$ cat src/rtl/lpmd_regs.vh
// Purpose: Constants for the low-power controller and the memory decoder.
// Assumes: Byte addresses of a 13-bit (8K) map; bus clock at half of mclk.
// Notes: Register offsets are word indices on the plain register port.
`ifndef LPMD_REGS_VH
`define LPMD_REGS_VH
`define LPMD_ADDR_W 13
`define LPMD_REG_LAST 13'h001F
`define LPMD_RAM_LO 13'h0080
`define LPMD_RAM_HI 13'h00FF
`define LPMD_STACK_LO 13'h00C0
`define LPMD_STACK_HI 13'h00FF
`define LPMD_EE_LO 13'h0100
`define LPMD_EE_HI 13'h019F
`define LPMD_EPROM_LO 13'h0700
`define LPMD_EPROM_HI 13'h1EFF
`define LPMD_ROM_LO 13'h0800
`define LPMD_ROM_HI 13'h1F6F
`define LPMD_BOOT_LO 13'h1F00
`define LPMD_BOOT_HI 13'h1FDF
`define LPMD_VEC_LO 13'h1FF0
`define LPMD_VEC_HI 13'h1FFF
`define LPMD_EPROM_PROGRAM_REGISTER_ADDR 13'h001D
`define LPMD_EPROM_PROGRAM_REGISTER_LATCH_BIT 2
`define LPMD_EPROM_PROGRAM_REGISTER_PGM_BIT 0
`define LPMD_EPROM_PROGRAM_REGISTER_RESET 8'h00
`define LPMD_STOP_DELAY 4064
`define LPMD_OFF_CTRL 4'h0
`define LPMD_OFF_STATUS 4'h1
`define LPMD_OFF_EPROM_PROGRAM_REGISTER 4'h2
`define LPMD_OFF_ELAT_ADDR 4'h3
`define LPMD_OFF_ELAT_DATA 4'h4
`define LPMD_CTRL_RESET 8'h00
`endif
$ cat src/rtl/lpmd_core.v
// Purpose: Low-power mode control and memory map decode for an 8-bit core.
// Assumes: CPU core signals stop and wait executions as one-cycle pulses.
// Notes: Oscillator gating is modelled as a clock-run output.
// Behaviour
// - Stop turns oscillator off, freezing core timer and watchdog.
// - Entering stop clears interrupt mask; everything else unchanged.
// - Stop exits only on external, enabled keyboard or low-voltage interrupt, or reset.
// - ROM variant option may turn stop into a no-operation.
// - After stop wake, hold off 4064 cycles before resuming.
// - Wait halts CPU; core timer, 16-bit timer and converter keep running.
// - Wait exits on external, or enabled keyboard, low-voltage or timer interrupts.
// - Entering wait clears interrupt mask; all else keeps state.
// - Decoder presents an 8K map of all regions.
// - Registers decode in lowest 32 bytes.
// - User RAM is 128 bytes at 0x0080 to 0x00FF.
// - EPROM variant decodes boot ROM at 0x1F00 to 0x1FDF.
// - Boot ROM blocked while program latch bit set.
// - ROM variant decodes program ROM at 0x0800 to 0x1F6F.
// - Both variants decode vectors at 0x1FF0 to 0x1FFF.
// - EPROM variant decodes program EPROM at 0x0700 to 0x1EFF.
// - EPROM programs up to four bytes per operation.
// - Bus clock runs at half the oscillator.
// - Latch set blocks EPROM reads and latches address and data on writes.
`timescale 1ns/1ps
`default_nettype none
`include "lpmd_regs.vh"
module lpmd_core #(
    parameter EPROM_PART = 1,
    parameter STOP_DISABLE = 0,
    parameter STOP_DELAY = `LPMD_STOP_DELAY
) (
    // Clock and reset
    input wire mclk,
    input wire rst,
    // Register port
    input wire [3:0] reg_addr,
    input wire [7:0] reg_wdata,
    input wire reg_wr,
    input wire reg_rd,
    output reg [7:0] reg_rdata,
    // CPU core requests
    input wire stop_exec,
    input wire wait_exec,
    // Interrupt sources
    input wire irq_ext,
    input wire irq_kbd,
    input wire irq_low_voltage_input,
    input wire irq_core_timer,
    input wire irq_timer16,
    // CPU bus for decode
    input wire [12:0] cpu_addr,
    input wire [7:0] cpu_wdata,
    input wire cpu_wr,
    input wire cpu_rd,
    // Clock and power control
    output reg bus_clk_en,
    output reg osc_run,
    output reg cpu_run,
    output reg core_timer_run,
    output reg timer16_run,
    output reg adc_run,
    output reg clear_imask,
    // Region selects
    output wire sel_reg,
    output wire sel_ram,
    output wire sel_stack,
    output wire sel_ee,
    output wire sel_eprom_program_register,
    output wire sel_boot,
    output wire sel_vec,
    output wire eprom_program_register_read_en,
    // EPROM programming
    output reg [12:0] eprom_latch_addr,
    output reg [31:0] eprom_latch_data,
    output reg [3:0] eprom_latch_valid,
    output wire eprom_pgm
);
    localparam ST_RUN = 2'b00;
    localparam ST_STOP = 2'b01;
    localparam ST_WAIT = 2'b10;
    localparam ST_RESTART = 2'b11;

    reg [1:0] state;
    reg [1:0] next_state;
    reg [7:0] ctrl;
    reg [7:0] eprom_program_register;
    reg bus_phase;
    reg delay_start;
    wire delay_busy;
    wire delay_done;
    wire latch_set;
    wire stop_wake;
    wire wait_wake;
    wire eprom_program_register_wr;
    reg [7:0] next_eprom_program_register;

    assign latch_set = eprom_program_register[`LPMD_EPROM_PROGRAM_REGISTER_LATCH_BIT];
    assign eprom_pgm = eprom_program_register[`LPMD_EPROM_PROGRAM_REGISTER_PGM_BIT];

    // Software interrupt enables: bit0 keyboard, bit1 low-voltage, bit2 core timer, bit3 timer.
    // stop wake sources
    assign stop_wake = irq_ext || (irq_kbd && ctrl[0]) ||
        (irq_low_voltage_input && ctrl[1]);
    assign wait_wake = stop_wake || (irq_core_timer && ctrl[2]) ||
        (irq_timer16 && ctrl[3]);

    // The phase is parked at 0 in stop so that the restart count always
    // begins on the same phase; this makes the restart length repeatable
    // to the cycle, at the cost of one idle mclk after wake.
    // bus clock at half rate
    always @(posedge mclk) begin
        if (rst) begin
            bus_phase <= 1'b0;
        end else if (state == ST_STOP) begin
            bus_phase <= 1'b0;
        end else begin
            bus_phase <= ~bus_phase;
        end
    end

    always @* begin
        next_state = state;
        delay_start = 1'b0;
        case (state)
            ST_RUN: begin
                if (stop_exec && !(EPROM_PART == 0 && STOP_DISABLE != 0)) begin
                    next_state = ST_STOP;
                end else if (wait_exec) begin
                    next_state = ST_WAIT;
                end
            end
            ST_STOP: begin
                if (stop_wake) begin
                    next_state = ST_RESTART;
                    delay_start = 1'b1;
                end
            end
            ST_WAIT: begin
                if (wait_wake) begin
                    next_state = ST_RUN;
                end
            end
            ST_RESTART: begin
                if (delay_done) begin
                    next_state = ST_RUN;
                end
            end
            default: begin
                next_state = ST_RUN;
            end
        endcase
    end

    always @(posedge mclk) begin
        if (rst) begin
            state <= ST_RUN;
            clear_imask <= 1'b0;
        end else begin
            state <= next_state;
            clear_imask <= (state == ST_RUN) &&
                (next_state == ST_STOP || next_state == ST_WAIT);
        end
    end

    // Run outputs registered so the gating is glitch free.
    always @(posedge mclk) begin
        if (rst) begin
            osc_run <= 1'b1;
            cpu_run <= 1'b1;
            core_timer_run <= 1'b1;
            timer16_run <= 1'b1;
            adc_run <= 1'b1;
            bus_clk_en <= 1'b0;
        end else begin
            osc_run <= (next_state != ST_STOP);
            core_timer_run <= (next_state == ST_RUN) || (next_state == ST_WAIT);
            cpu_run <= (next_state == ST_RUN);
            timer16_run <= (next_state == ST_RUN) || (next_state == ST_WAIT);
            adc_run <= (next_state == ST_RUN) || (next_state == ST_WAIT);
            bus_clk_en <= ~bus_phase && (next_state != ST_STOP);
        end
    end

    lpmd_delay #(
        .CYCLES(STOP_DELAY)
    ) u_delay (
        .mclk(mclk),
        .rst(rst),
        .start(delay_start),
        .bus_tick(bus_phase),
        .busy(delay_busy),
        .done(delay_done)
    );

    lpmd_decode #(
        .EPROM_PART(EPROM_PART)
    ) u_decode (
        .addr(cpu_addr),
        .latch_set(latch_set),
        .sel_reg(sel_reg),
        .sel_ram(sel_ram),
        .sel_stack(sel_stack),
        .sel_ee(sel_ee),
        .sel_eprom_program_register(sel_eprom_program_register),
        .sel_boot(sel_boot),
        .sel_vec(sel_vec)
    );

    assign eprom_program_register_read_en = sel_eprom_program_register && !latch_set;

    // The programming register is reached from the CPU bus and the register port.
    assign eprom_program_register_wr = (reg_wr && reg_addr == `LPMD_OFF_EPROM_PROGRAM_REGISTER) ||
        (cpu_wr && cpu_addr == `LPMD_EPROM_PROGRAM_REGISTER_ADDR);

    always @* begin
        next_eprom_program_register = eprom_program_register;
        if (eprom_program_register_wr) begin
            next_eprom_program_register = `LPMD_EPROM_PROGRAM_REGISTER_RESET;
            // The latch bit of the written byte is taken as is; bits other than latch and program power read back as 0.
            next_eprom_program_register[`LPMD_EPROM_PROGRAM_REGISTER_LATCH_BIT] = reg_wr ? reg_wdata[`LPMD_EPROM_PROGRAM_REGISTER_LATCH_BIT] :
                cpu_wdata[`LPMD_EPROM_PROGRAM_REGISTER_LATCH_BIT];
            // Program power only if the latch was already set, never together.
            next_eprom_program_register[`LPMD_EPROM_PROGRAM_REGISTER_PGM_BIT] = latch_set &&
                next_eprom_program_register[`LPMD_EPROM_PROGRAM_REGISTER_LATCH_BIT] &&
                (reg_wr ? reg_wdata[`LPMD_EPROM_PROGRAM_REGISTER_PGM_BIT] : cpu_wdata[`LPMD_EPROM_PROGRAM_REGISTER_PGM_BIT]);
        end
    end

    always @(posedge mclk) begin
        if (rst) begin
            ctrl <= `LPMD_CTRL_RESET;
            eprom_program_register <= `LPMD_EPROM_PROGRAM_REGISTER_RESET;
        end else begin
            eprom_program_register <= next_eprom_program_register;
            if (reg_wr && reg_addr == `LPMD_OFF_CTRL) begin
                ctrl <= reg_wdata;
            end
        end
    end

    // Writes are only latched while program power is off, so the bytes that
    // are being programmed cannot change under the array. A write outside
    // the first block is dropped rather than restarting the block; software
    // must clear the latch bit to begin a new block.
    // four-byte latch block
    always @(posedge mclk) begin
        if (rst || !latch_set) begin
            eprom_latch_addr <= 13'h0000;
            eprom_latch_data <= 32'h00000000;
            eprom_latch_valid <= 4'h0;
        end else if (cpu_wr && sel_eprom_program_register && !eprom_pgm) begin
            if (eprom_latch_valid == 4'h0 ||
                    eprom_latch_addr[12:2] == cpu_addr[12:2]) begin
                eprom_latch_addr <= cpu_addr;
                eprom_latch_valid[cpu_addr[1:0]] <= 1'b1;
                eprom_latch_data[{cpu_addr[1:0], 3'b000} +: 8] <= cpu_wdata;
            end
        end
    end

    // Read data is zero outside the answer cycle, so the port can be wire-ORed.
    always @(posedge mclk) begin
        if (rst) begin
            reg_rdata <= 8'h00;
        end else if (reg_rd) begin
            case (reg_addr)
                `LPMD_OFF_CTRL: reg_rdata <= ctrl;
                `LPMD_OFF_STATUS: reg_rdata <= {4'h0, delay_busy, latch_set, state};
                `LPMD_OFF_EPROM_PROGRAM_REGISTER: reg_rdata <= eprom_program_register;
                `LPMD_OFF_ELAT_ADDR: reg_rdata <= {eprom_latch_valid, 4'h0};
                `LPMD_OFF_ELAT_DATA: reg_rdata <= eprom_latch_data[7:0];
                default: reg_rdata <= 8'h00;
            endcase
        end else begin
            reg_rdata <= 8'h00;
        end
    end
endmodule
`default_nettype wire

$ cat src/rtl/lpmd_decode.v
// Purpose: Combinational decode of the 8K memory map into region selects.
// Assumes: Address is a byte address; variant fixed by parameter.
// Notes: The decode gives one-hot selects except that stack overlaps RAM; unmapped space selects nothing.
`timescale 1ns/1ps
`default_nettype none
`include "lpmd_regs.vh"
module lpmd_decode #(
    parameter EPROM_PART = 1
) (
    // Address and qualifiers
    input wire [12:0] addr,
    input wire latch_set,
    // Region selects
    output wire sel_reg,
    output wire sel_ram,
    output wire sel_stack,
    output wire sel_ee,
    output wire sel_eprom_program_register,
    output wire sel_boot,
    output wire sel_vec
);
    wire in_boot;
    wire in_eprom_program_register;
    assign sel_reg = (addr <= `LPMD_REG_LAST);
    assign sel_ram = (addr >= `LPMD_RAM_LO) && (addr <= `LPMD_RAM_HI);
    assign sel_stack = (addr >= `LPMD_STACK_LO) && (addr <= `LPMD_STACK_HI);
    assign sel_ee = (addr >= `LPMD_EE_LO) && (addr <= `LPMD_EE_HI);
    assign in_boot = (addr >= `LPMD_BOOT_LO) && (addr <= `LPMD_BOOT_HI);
    assign sel_boot = (EPROM_PART != 0) && in_boot && !latch_set;
    assign in_eprom_program_register = (EPROM_PART != 0) ?
        ((addr >= `LPMD_EPROM_LO) && (addr <= `LPMD_EPROM_HI)) :
        ((addr >= `LPMD_ROM_LO) && (addr <= `LPMD_ROM_HI));
    assign sel_eprom_program_register = in_eprom_program_register;
    assign sel_vec = (addr >= `LPMD_VEC_LO);
endmodule
`default_nettype wire

$ cat src/rtl/lpmd_delay.v
// Purpose: Stop-exit restart counter in bus cycles.
// Assumes: Bus tick marks one bus cycle; reset wins over the count.
// Notes: Done pulses for one mclk when the count completes.
`timescale 1ns/1ps
`default_nettype none
module lpmd_delay #(
    parameter CYCLES = 4064
) (
    // Clock and reset
    input wire mclk,
    input wire rst,
    // Control
    input wire start,
    input wire bus_tick,
    output reg busy,
    output reg done
);
    reg [12:0] count;
    always @(posedge mclk) begin
        if (rst) begin
            count <= 13'h0000;
            busy <= 1'b0;
            done <= 1'b0;
        end else begin
            done <= 1'b0;
            if (start) begin
                count <= 13'h0000;
                busy <= 1'b1;
            end else if (busy && bus_tick) begin
                if (count == CYCLES[12:0] - 13'h0001) begin
                    busy <= 1'b0;
                    done <= 1'b1;
                end
                count <= count + 13'h0001;
            end
        end
    end
endmodule
`default_nettype wire

$ cat config.mk
export PLATFORM = sky130hd
export DESIGN_NAME = lpmd_core
export DESIGN_NICKNAME = d
export VERILOG_FILES = /design/src/rtl/lpmd_core.v /design/src/rtl/lpmd_decode.v /design/src/rtl/lpmd_delay.v
export VERILOG_INCLUDE_DIRS = /design/src /design/src/rtl
export SDC_FILE = /design/constraint.sdc
export NUM_CORES = 1
export LEC_CHECK = 0
export ABC_AREA = 1
export CORE_UTILIZATION = 45
export CTS_CLUSTER_SIZE = 40
export DETAILED_ROUTE_END_ITERATION = 12
export DONT_BUFFER_PORTS = 1
export SLEW_MARGIN = 20
export SYNTH_ARGS = -nofsm -noshare
export SYNTH_HDL_FRONTEND = slang
export SYNTH_SLANG_ARGS = --single-unit
$ cat constraint.sdc
create_clock -name mclk -period 2.6 [get_ports mclk]
set_input_delay 0.39 -clock mclk [delete_from_list [all_inputs] [get_ports mclk]]
set_output_delay 0.39 -clock mclk [all_outputs]
set_load 0.005 [all_outputs]
; Yosys cells after proc, flatten, opt, wreduce, memory -nomap -nowiden
; Cells that the tools add are included.
[word_totals]
out_inout_bits = 73
ff_bits = 90
wordCells = 113
[op_classes]
mux = 18
n_shift = 2
n_addsub = 2
magnitude_cmp = 13
bitwise = 4
n_reduce_logical = 45
n_eq_ne = 13
[ops]
columns = cell, count
row1 = 8-bit case mux with 5 select lines, 1
row2 = 32-bit bitwise mux, 1
row3 = 8-bit by 7-bit variable shift with 32-bit output (first input constant), 1
row4 = 8-bit by 7-bit indexed part select with 32-bit output, 1
row5 = 13-bit >= comparator (second input constant), 2
row6 = 13-bit by 8-bit >= comparator with 1-bit output (second input constant), 2
row7 = 13-bit <= comparator (second input constant), 2
row8 = 1-bit logical AND, 22
row9 = 13-bit by 1-bit adder with 13-bit output (second input constant), 1
row10 = 13-bit by 12-bit == test with 1-bit output (second input constant), 1
row11 = 13-bit by 5-bit == test with 1-bit output (second input constant), 1
row12 = 13-bit by 11-bit >= comparator with 1-bit output (second input constant), 1
row13 = 13-bit by 9-bit >= comparator with 1-bit output (second input constant), 1
row14 = 13-bit by 5-bit <= comparator with 1-bit output (second input constant), 1
row15 = 13-bit by 8-bit <= comparator with 1-bit output (second input constant), 1
row16 = 13-bit by 9-bit <= comparator with 1-bit output (second input constant), 1
row17 = 11-bit == test, 1
row18 = 2-bit two-way mux, 5
row19 = 1-bit logical OR, 9
row20 = 1-bit two-way mux, 9
row21 = 4-bit by 2-bit == test with 1-bit output (second input constant), 2
row22 = 4-bit logical NOT, 2
row23 = 2-bit case mux with 4 select lines, 1
row24 = 5-bit negation with 7-bit output, 1
row25 = 16 further kinds, 27

; Depth between registers and ports, before layout
[logic_depth]
word_depth = 10
ltp_mapped = 13

; Modules after synthesis
; Synthesis repeated with hierarchy kept, for this count alone.
[hier_totals]
hier_cells = 731
hier_area_um2 = 4753.3
[by_module_without_submodules]
columns = module, seq_area_each_um2, n_inst, area_each_um2, cells_per_inst
row1 = lpmd_core, 1501.4, 1, 3867.5, 586
row2 = lpmd_delay, 300.3, 1, 744.5, 110
row3 = lpmd_decode, 0.0, 1, 141.4, 35

; Least setup slack after synthesis
; OpenSTA, ideal clock, no wires.
[synth_timing]
path_kind = input port to flip-flop
from = input port cpu_addr[0]
to = register eprom_latch_data[16]
stages = 11
t_arrival_ps = 2304
setup_time_ps = 62
t_required_ps = 2538
slack_ps = 234
path_buffers = 3
path_cell_list = buf_1 clkbuf_1 inv_1 ha_1 buf_2 clkinv_1 nor2_1 nand2_1 nand4_1 nand2_1 nor2_2
[synth_between]
elab_chain_cells = 5
[synth_rtl]
columns = element, line_no
row1 = from (decl), lpmd_core.v:51  ; input wire [12:0] cpu_addr,
row2 = branches (longest 5 deep; another with 5-bit negation with 7-bit output), n/a
row3 = "to (signal, indexed assignment)", lpmd_core.v:256  ; eprom_latch_data[{cpu_addr[1:0], 3'b000} +: 8] <= cpu_wdata;
row4 = to (decl), lpmd_core.v:74  ; output reg [31:0] eprom_latch_data,
; Several ways; the timed one is not identified.
; A chain may end at the register's enable or synchronous reset.

; Final worst setup path
[layout_timing]
from = register eprom_latch_addr[2]
to = register eprom_latch_addr[12]
[layout_between]
elab_chain_cells = 3
[layout_rtl]
columns = element, line_no
row1 = from (decl), lpmd_core.v:73  ; output reg [12:0] eprom_latch_addr,
row2 = from (signal assigned), lpmd_core.v:254  ; eprom_latch_addr <= cpu_addr;
row3 = 11-bit == test, lpmd_core.v:253  ; eprom_latch_addr[12:2] == cpu_addr[12:2]) begin
row4 = 1-bit logical OR, lpmd_core.v:252  ; if (eprom_latch_valid == 4'h0 ||
row5 = 2-bit AND reduction (no source line), n/a
; No other way between the ends.

==> Flow_metrics.wiki <==
{| class="wikitable"
! Metric !! Value
|-
| Clock tree sinks || 90
|-
| Clock tree from TritonCTS || yes
|-
| Worst Setup Path Type || flop to flop
|-
| Leading post-synthesis cells by cell area || sky130_fd_sc_hd__dfxtp_1, sky130_fd_sc_hd__nand2_1, sky130_fd_sc_hd__inv_1
|-
| Kind of cell adding the most delay to the critical path || simple AND/OR/NAND/NOR gates
|-
| Final wirelength || 11,190 µm
|-
| Post-synthesis net count || 752
|-
| # H-tree levels || 3
|-
| Overall Global Routing Usage || 21.29%
|-
| Post-synthesis to final-layout area growth || 5.128%
|-
| Share of flip-flops with an asynchronous set or reset || 0%
|-
| Required time at the worst-slack endpoint || 2910 ps
|-
| Final TNS setup || 0 ps
|-
| Instance count of the mapped netlist || 697
|-
| Fin nets || 740
|-
| Residual DRC || 0
|-
| Vertical die dimension || 104.3 µm
|-
| Synthesized-area fraction occupied by xor and xnor cells || 1.860%
|-
| Library cells used by synthesis || 35
|-
| Simple-gate share of the synthesized area || 34.33%
|-
| Number of antenna violations at the first check in global routing || 0
|-
| Leakage dissipation || 0.001926 µW
|-
| Fin crit period || 1986 ps
|-
| Sort of element at the start of the critical path || flop
|-
| Hold buffer count at CTS || 0
|-
| Leading register cell type out of synthesis || sky130_fd_sc_hd__dfxtp_1
|-
| Mux share of post-synthesis cell area || 0%
|-
| Sequential cell area in the final layout || 1802 µm²
|-
| Overflow after GRT || 0
|-
| Die ar. || 10,880 µm²
|-
| Data arrival time at the worst-slack endpoint || 2300 ps
|-
| Buffers & Inverters on Critical Path || 2
|-
| Clock buffer count from CTS || 9
|-
| Type of destination of the critical path || flop
|-
| Number of DRC markers after the initial detailed-route iteration || 192
|-
| Combinational family with the most area after synthesis || simple AND/OR/NAND/NOR gates
|-
| Class of the tightest hold or removal check || input port to flop
|-
| Antenna violation net count after detailed routing || 0
|-
| Proportion of synthesized chip area in sequential cells || 38.26%
|-
| Slowest cell delay on critical path || 400 ps
|-
| Largest area contributor in the netlist || sky130_fd_sc_hd__dfxtp_1
|-
| CORE AREA || 9955 µm²
|-
| Number of detailed-routing iterations run before antenna repair || 5
|-
| Achievable clock frequency || 0.5035 GHz
|-
| Count of state elements after synthesis || 90
|-
| Footprint of the multi-input gates || 2251 µm²
|-
| Wire length per cell after detailed routing || 13.59 µm
|-
| Post-CTS clock slew at the launch and capture registers of the worst setup and hold paths || 110 ps
|-
| Global placement routability congestion || 0.9254
|-
| Post-synthesis instance area || 4710 µm²
|-
| Post-synth EDFFs || 0
|-
| X dimension of the die || 104.3 µm
|-
| Detailed placement HPWL || 8502 µm
|-
| Post-Route Utilization || 49.74%
|-
| Synth Area per Inst || 6.757 µm²
|-
| Number of max-capacitance violations reported || 0
|-
| First-pass GRT wire length || 18,540 µm
|-
| Count of pins on the block boundary || 119
|-
| Cell Pwr Density || 527.5 nW/µm²
|-
| Synth top area share || 38.26%
|-
| Run status || finished clean
|-
| Max transition margin || 51.60%
|-
| Final max-slew violation count || 0
|-
| Resize count post-CTS || 0
|-
| Share of post-route cells with drive strength above 1 || 9.130%
|-
| Final setup violation count || 0
|-
| Largest clock skew in the final design || 17.37 ps
|-
| Inst Count DP || 807
|-
| Synthesis Warnings || 0
|-
| Adder-cell area share of the yosys netlist || 2.391%
|-
| Actual transition at the worst max-transition pin || 720.5 ps
|-
| Unrepaired setup endpoints after global routing || no
|-
| Vias in the first global route || 3,967
|-
| Critical path cell sequence || xnor2_1, nand2_1, nor2_1, nand3_1, nand2_1, buf_4, nand2_2, inv_2, nor2_1, nor2_1
|-
| Port Buf Inserts || 0
|-
| Maximum number of buffers from clock root to sink || 2
|-
| # fillers || 1,049
|-
| Detail-routed via count per cell || 5.077
|-
| Antenna Diode Count || 0
|-
| Clock network latency to the later pin of the worst-skew pair || 370 ps
|-
| Num rows || 36
|-
| Critical path's slowest cell || sky130_fd_sc_hd__dfxtp_1
|-
| Hold violation count in the final report || 0
|-
| Cell Count, Final, Fillers Out || 823
|-
| Post-CTS Repair Setup Buffers || 0
|-
| Most prevalent standard cell on the critical path || sky130_fd_sc_hd__nor2_1
|-
| Maximum number of pins on one net before global-route repair || 40
|-
| Max IR drop VDD || 218.3 µV
|-
| Share of the synthesized area in compound gates (AO/OA/AOI/OAI) || 9.166%
|-
| Share of the clock period used by the worst path || 76.39%
|-
| Biggest fanout along the worst timing path || 39
|-
| Cell at the root of the clock tree || sky130_fd_sc_hd__clkbuf_8
|-
| Total via count after detailed routing || 4,178
|-
| Starting density of the core || 47.31%
|}
## flip-flops by register name (all words and copies together) (netlist names)
| register | flops |
|---|---|
| osc_run | 1 |
| clear_imask | 1 |
| u_delay.busy | 1 |
| bus_phase | 1 |
| bus_clk_en | 1 |
| eprom_program_register | 2 |
| adc_run | 1 |
| eprom_latch_addr | 13 |
| cpu_run | 1 |
| ctrl | 8 |
| eprom_latch_valid | 4 |
| u_delay.done | 1 |
| eprom_latch_data | 32 |
| reg_rdata | 8 |
| u_delay.count | 13 |
| state | 2 |
## synthesized netlist by cell type, types with 2 or more instances
master                     instances
sky130_fd_sc_hd__nand3_4           3
sky130_fd_sc_hd__o221ai_1          5
sky130_fd_sc_hd__buf_1             2
sky130_fd_sc_hd__dfxtp_1          90
sky130_fd_sc_hd__a21oi_1          35
sky130_fd_sc_hd__nor3_1           10
sky130_fd_sc_hd__nor4_1            4
sky130_fd_sc_hd__ha_1              9
sky130_fd_sc_hd__o21ai_0          31
sky130_fd_sc_hd__clkbuf_1          8
sky130_fd_sc_hd__buf_4             6
sky130_fd_sc_hd__inv_1           128
sky130_fd_sc_hd__or2_2             4
sky130_fd_sc_hd__nor2_1           71
sky130_fd_sc_hd__nand3_1          35
sky130_fd_sc_hd__buf_6             3
sky130_fd_sc_hd__buf_2             8
sky130_fd_sc_hd__nand2_1         155
sky130_fd_sc_hd__a31oi_1           2
sky130_fd_sc_hd__nand4_1          36
sky130_fd_sc_hd__o22ai_1           2
sky130_fd_sc_hd__nor2_2           29
sky130_fd_sc_hd__xnor2_1           9
## stage by stage
| stage | instance area (µm²) | worst slack (ps) | power (µW) | hold WS [ps] |
|---|---|---|---|---|
| 2_1_floorplan | 4710 | 234.2 | 1660 | 414.2 |
| 3_3_place_gp | 4757 | 480.2 | 1679 | 439.4 |
| 3_5_place_dp | 4757 | 425.0 | 1684 | 437.8 |
| 4_1_cts | 4951 | 572.3 | 2640 | 59.78 |
| 5_1_grt | 4951 | 322.3 | 2739 | 48.28 |
| 6_report | 4951 | 613.8 | 2611 | 75.25 |
## cell usage in the layout (no fill, tap or decap), types with 2 or more instances in the layout
cell type                  instances
sky130_fd_sc_hd__inv_8             2
sky130_fd_sc_hd__nand3_1          35
sky130_fd_sc_hd__ha_1              9
sky130_fd_sc_hd__nand2_1         155
sky130_fd_sc_hd__nor3_1           10
sky130_fd_sc_hd__or2_2             4
sky130_fd_sc_hd__xnor2_1           9
sky130_fd_sc_hd__clkbuf_8         10
sky130_fd_sc_hd__o22ai_1           2
sky130_fd_sc_hd__nand3_4           3
sky130_fd_sc_hd__nor2_1           70
sky130_fd_sc_hd__inv_1           128
sky130_fd_sc_hd__nand4_1          36
sky130_fd_sc_hd__nor4_1            4
sky130_fd_sc_hd__o21ai_0          31
sky130_fd_sc_hd__a21oi_1          35
sky130_fd_sc_hd__dfxtp_1          90
sky130_fd_sc_hd__nor2_2           30
sky130_fd_sc_hd__buf_4             4
sky130_fd_sc_hd__o221ai_1          5
sky130_fd_sc_hd__inv_6             3
sky130_fd_sc_hd__a31oi_1           2
## worst register-to-register path, delay by kind of cell, from the launching register on
| family | cells | cell delay, ps |
|---|---|---|
| buf+inv | 2 | 620 |
| xor+xnor | 1 | 130 |
| flops | 1 | 400 |
| simple gates | 7 | 790 |
## power by group
part / switching (µW) / total [µW] / internal [µW]
clock network: 560 / 958 / 398
registers: 15.1 / 1410 / 1400
logic: 163 / 240 / 76.5
total: 738 / 2610 / 1870
## cell type report
| class | count | share of cell area, % |
|---|---|---|
| clock buffer | 10 | 2.780 |
| clock inverter | 6 | 1.137 |
| inverter | 130 | 9.856 |
| multi-input combinational | 449 | 45.46 |
| sequential | 90 | 36.39 |
| tap | 133 | 3.361 |
| timing repair buffer | 5 | 1.011 |
## cells by family (layout without fill, tap and decap cells)
logic type      after synthesis  after routing
simple gates                351            351
buf+inv                     158            151
flops                        90             90
compound gates               79             79
xor+xnor                     10             10
fa+ha+maj                     9              9
## path summary, 6_finish.rpt
kind                     endpoint                 from  slack [ps]  depth (start not counted)
min reg2reg            bus_clk_en            bus_phase         460                          1
max          eprom_latch_addr[12]  eprom_latch_addr[2]         610                         10
min                       ctrl[0]                  rst          80                          1
max reg2reg  eprom_latch_addr[12]  eprom_latch_addr[2]         610                         10
## metal layers
layer | part of all wire (%) | global-route usage [%] | vias up | wire, µm
met2 | 46 | 35.15 | 132 | 5140
met1 | 43 | 24.99 | 1865 | 4839
met5 | 0 | 0 | - | 0
met4 | 2.8 | 9.388 | 0 | 314
met3 | 8.0 | 7.080 | 21 | 894
li1 | - | - | 2160 | -
Note: power is estimated with default switching activity, not from simulation.
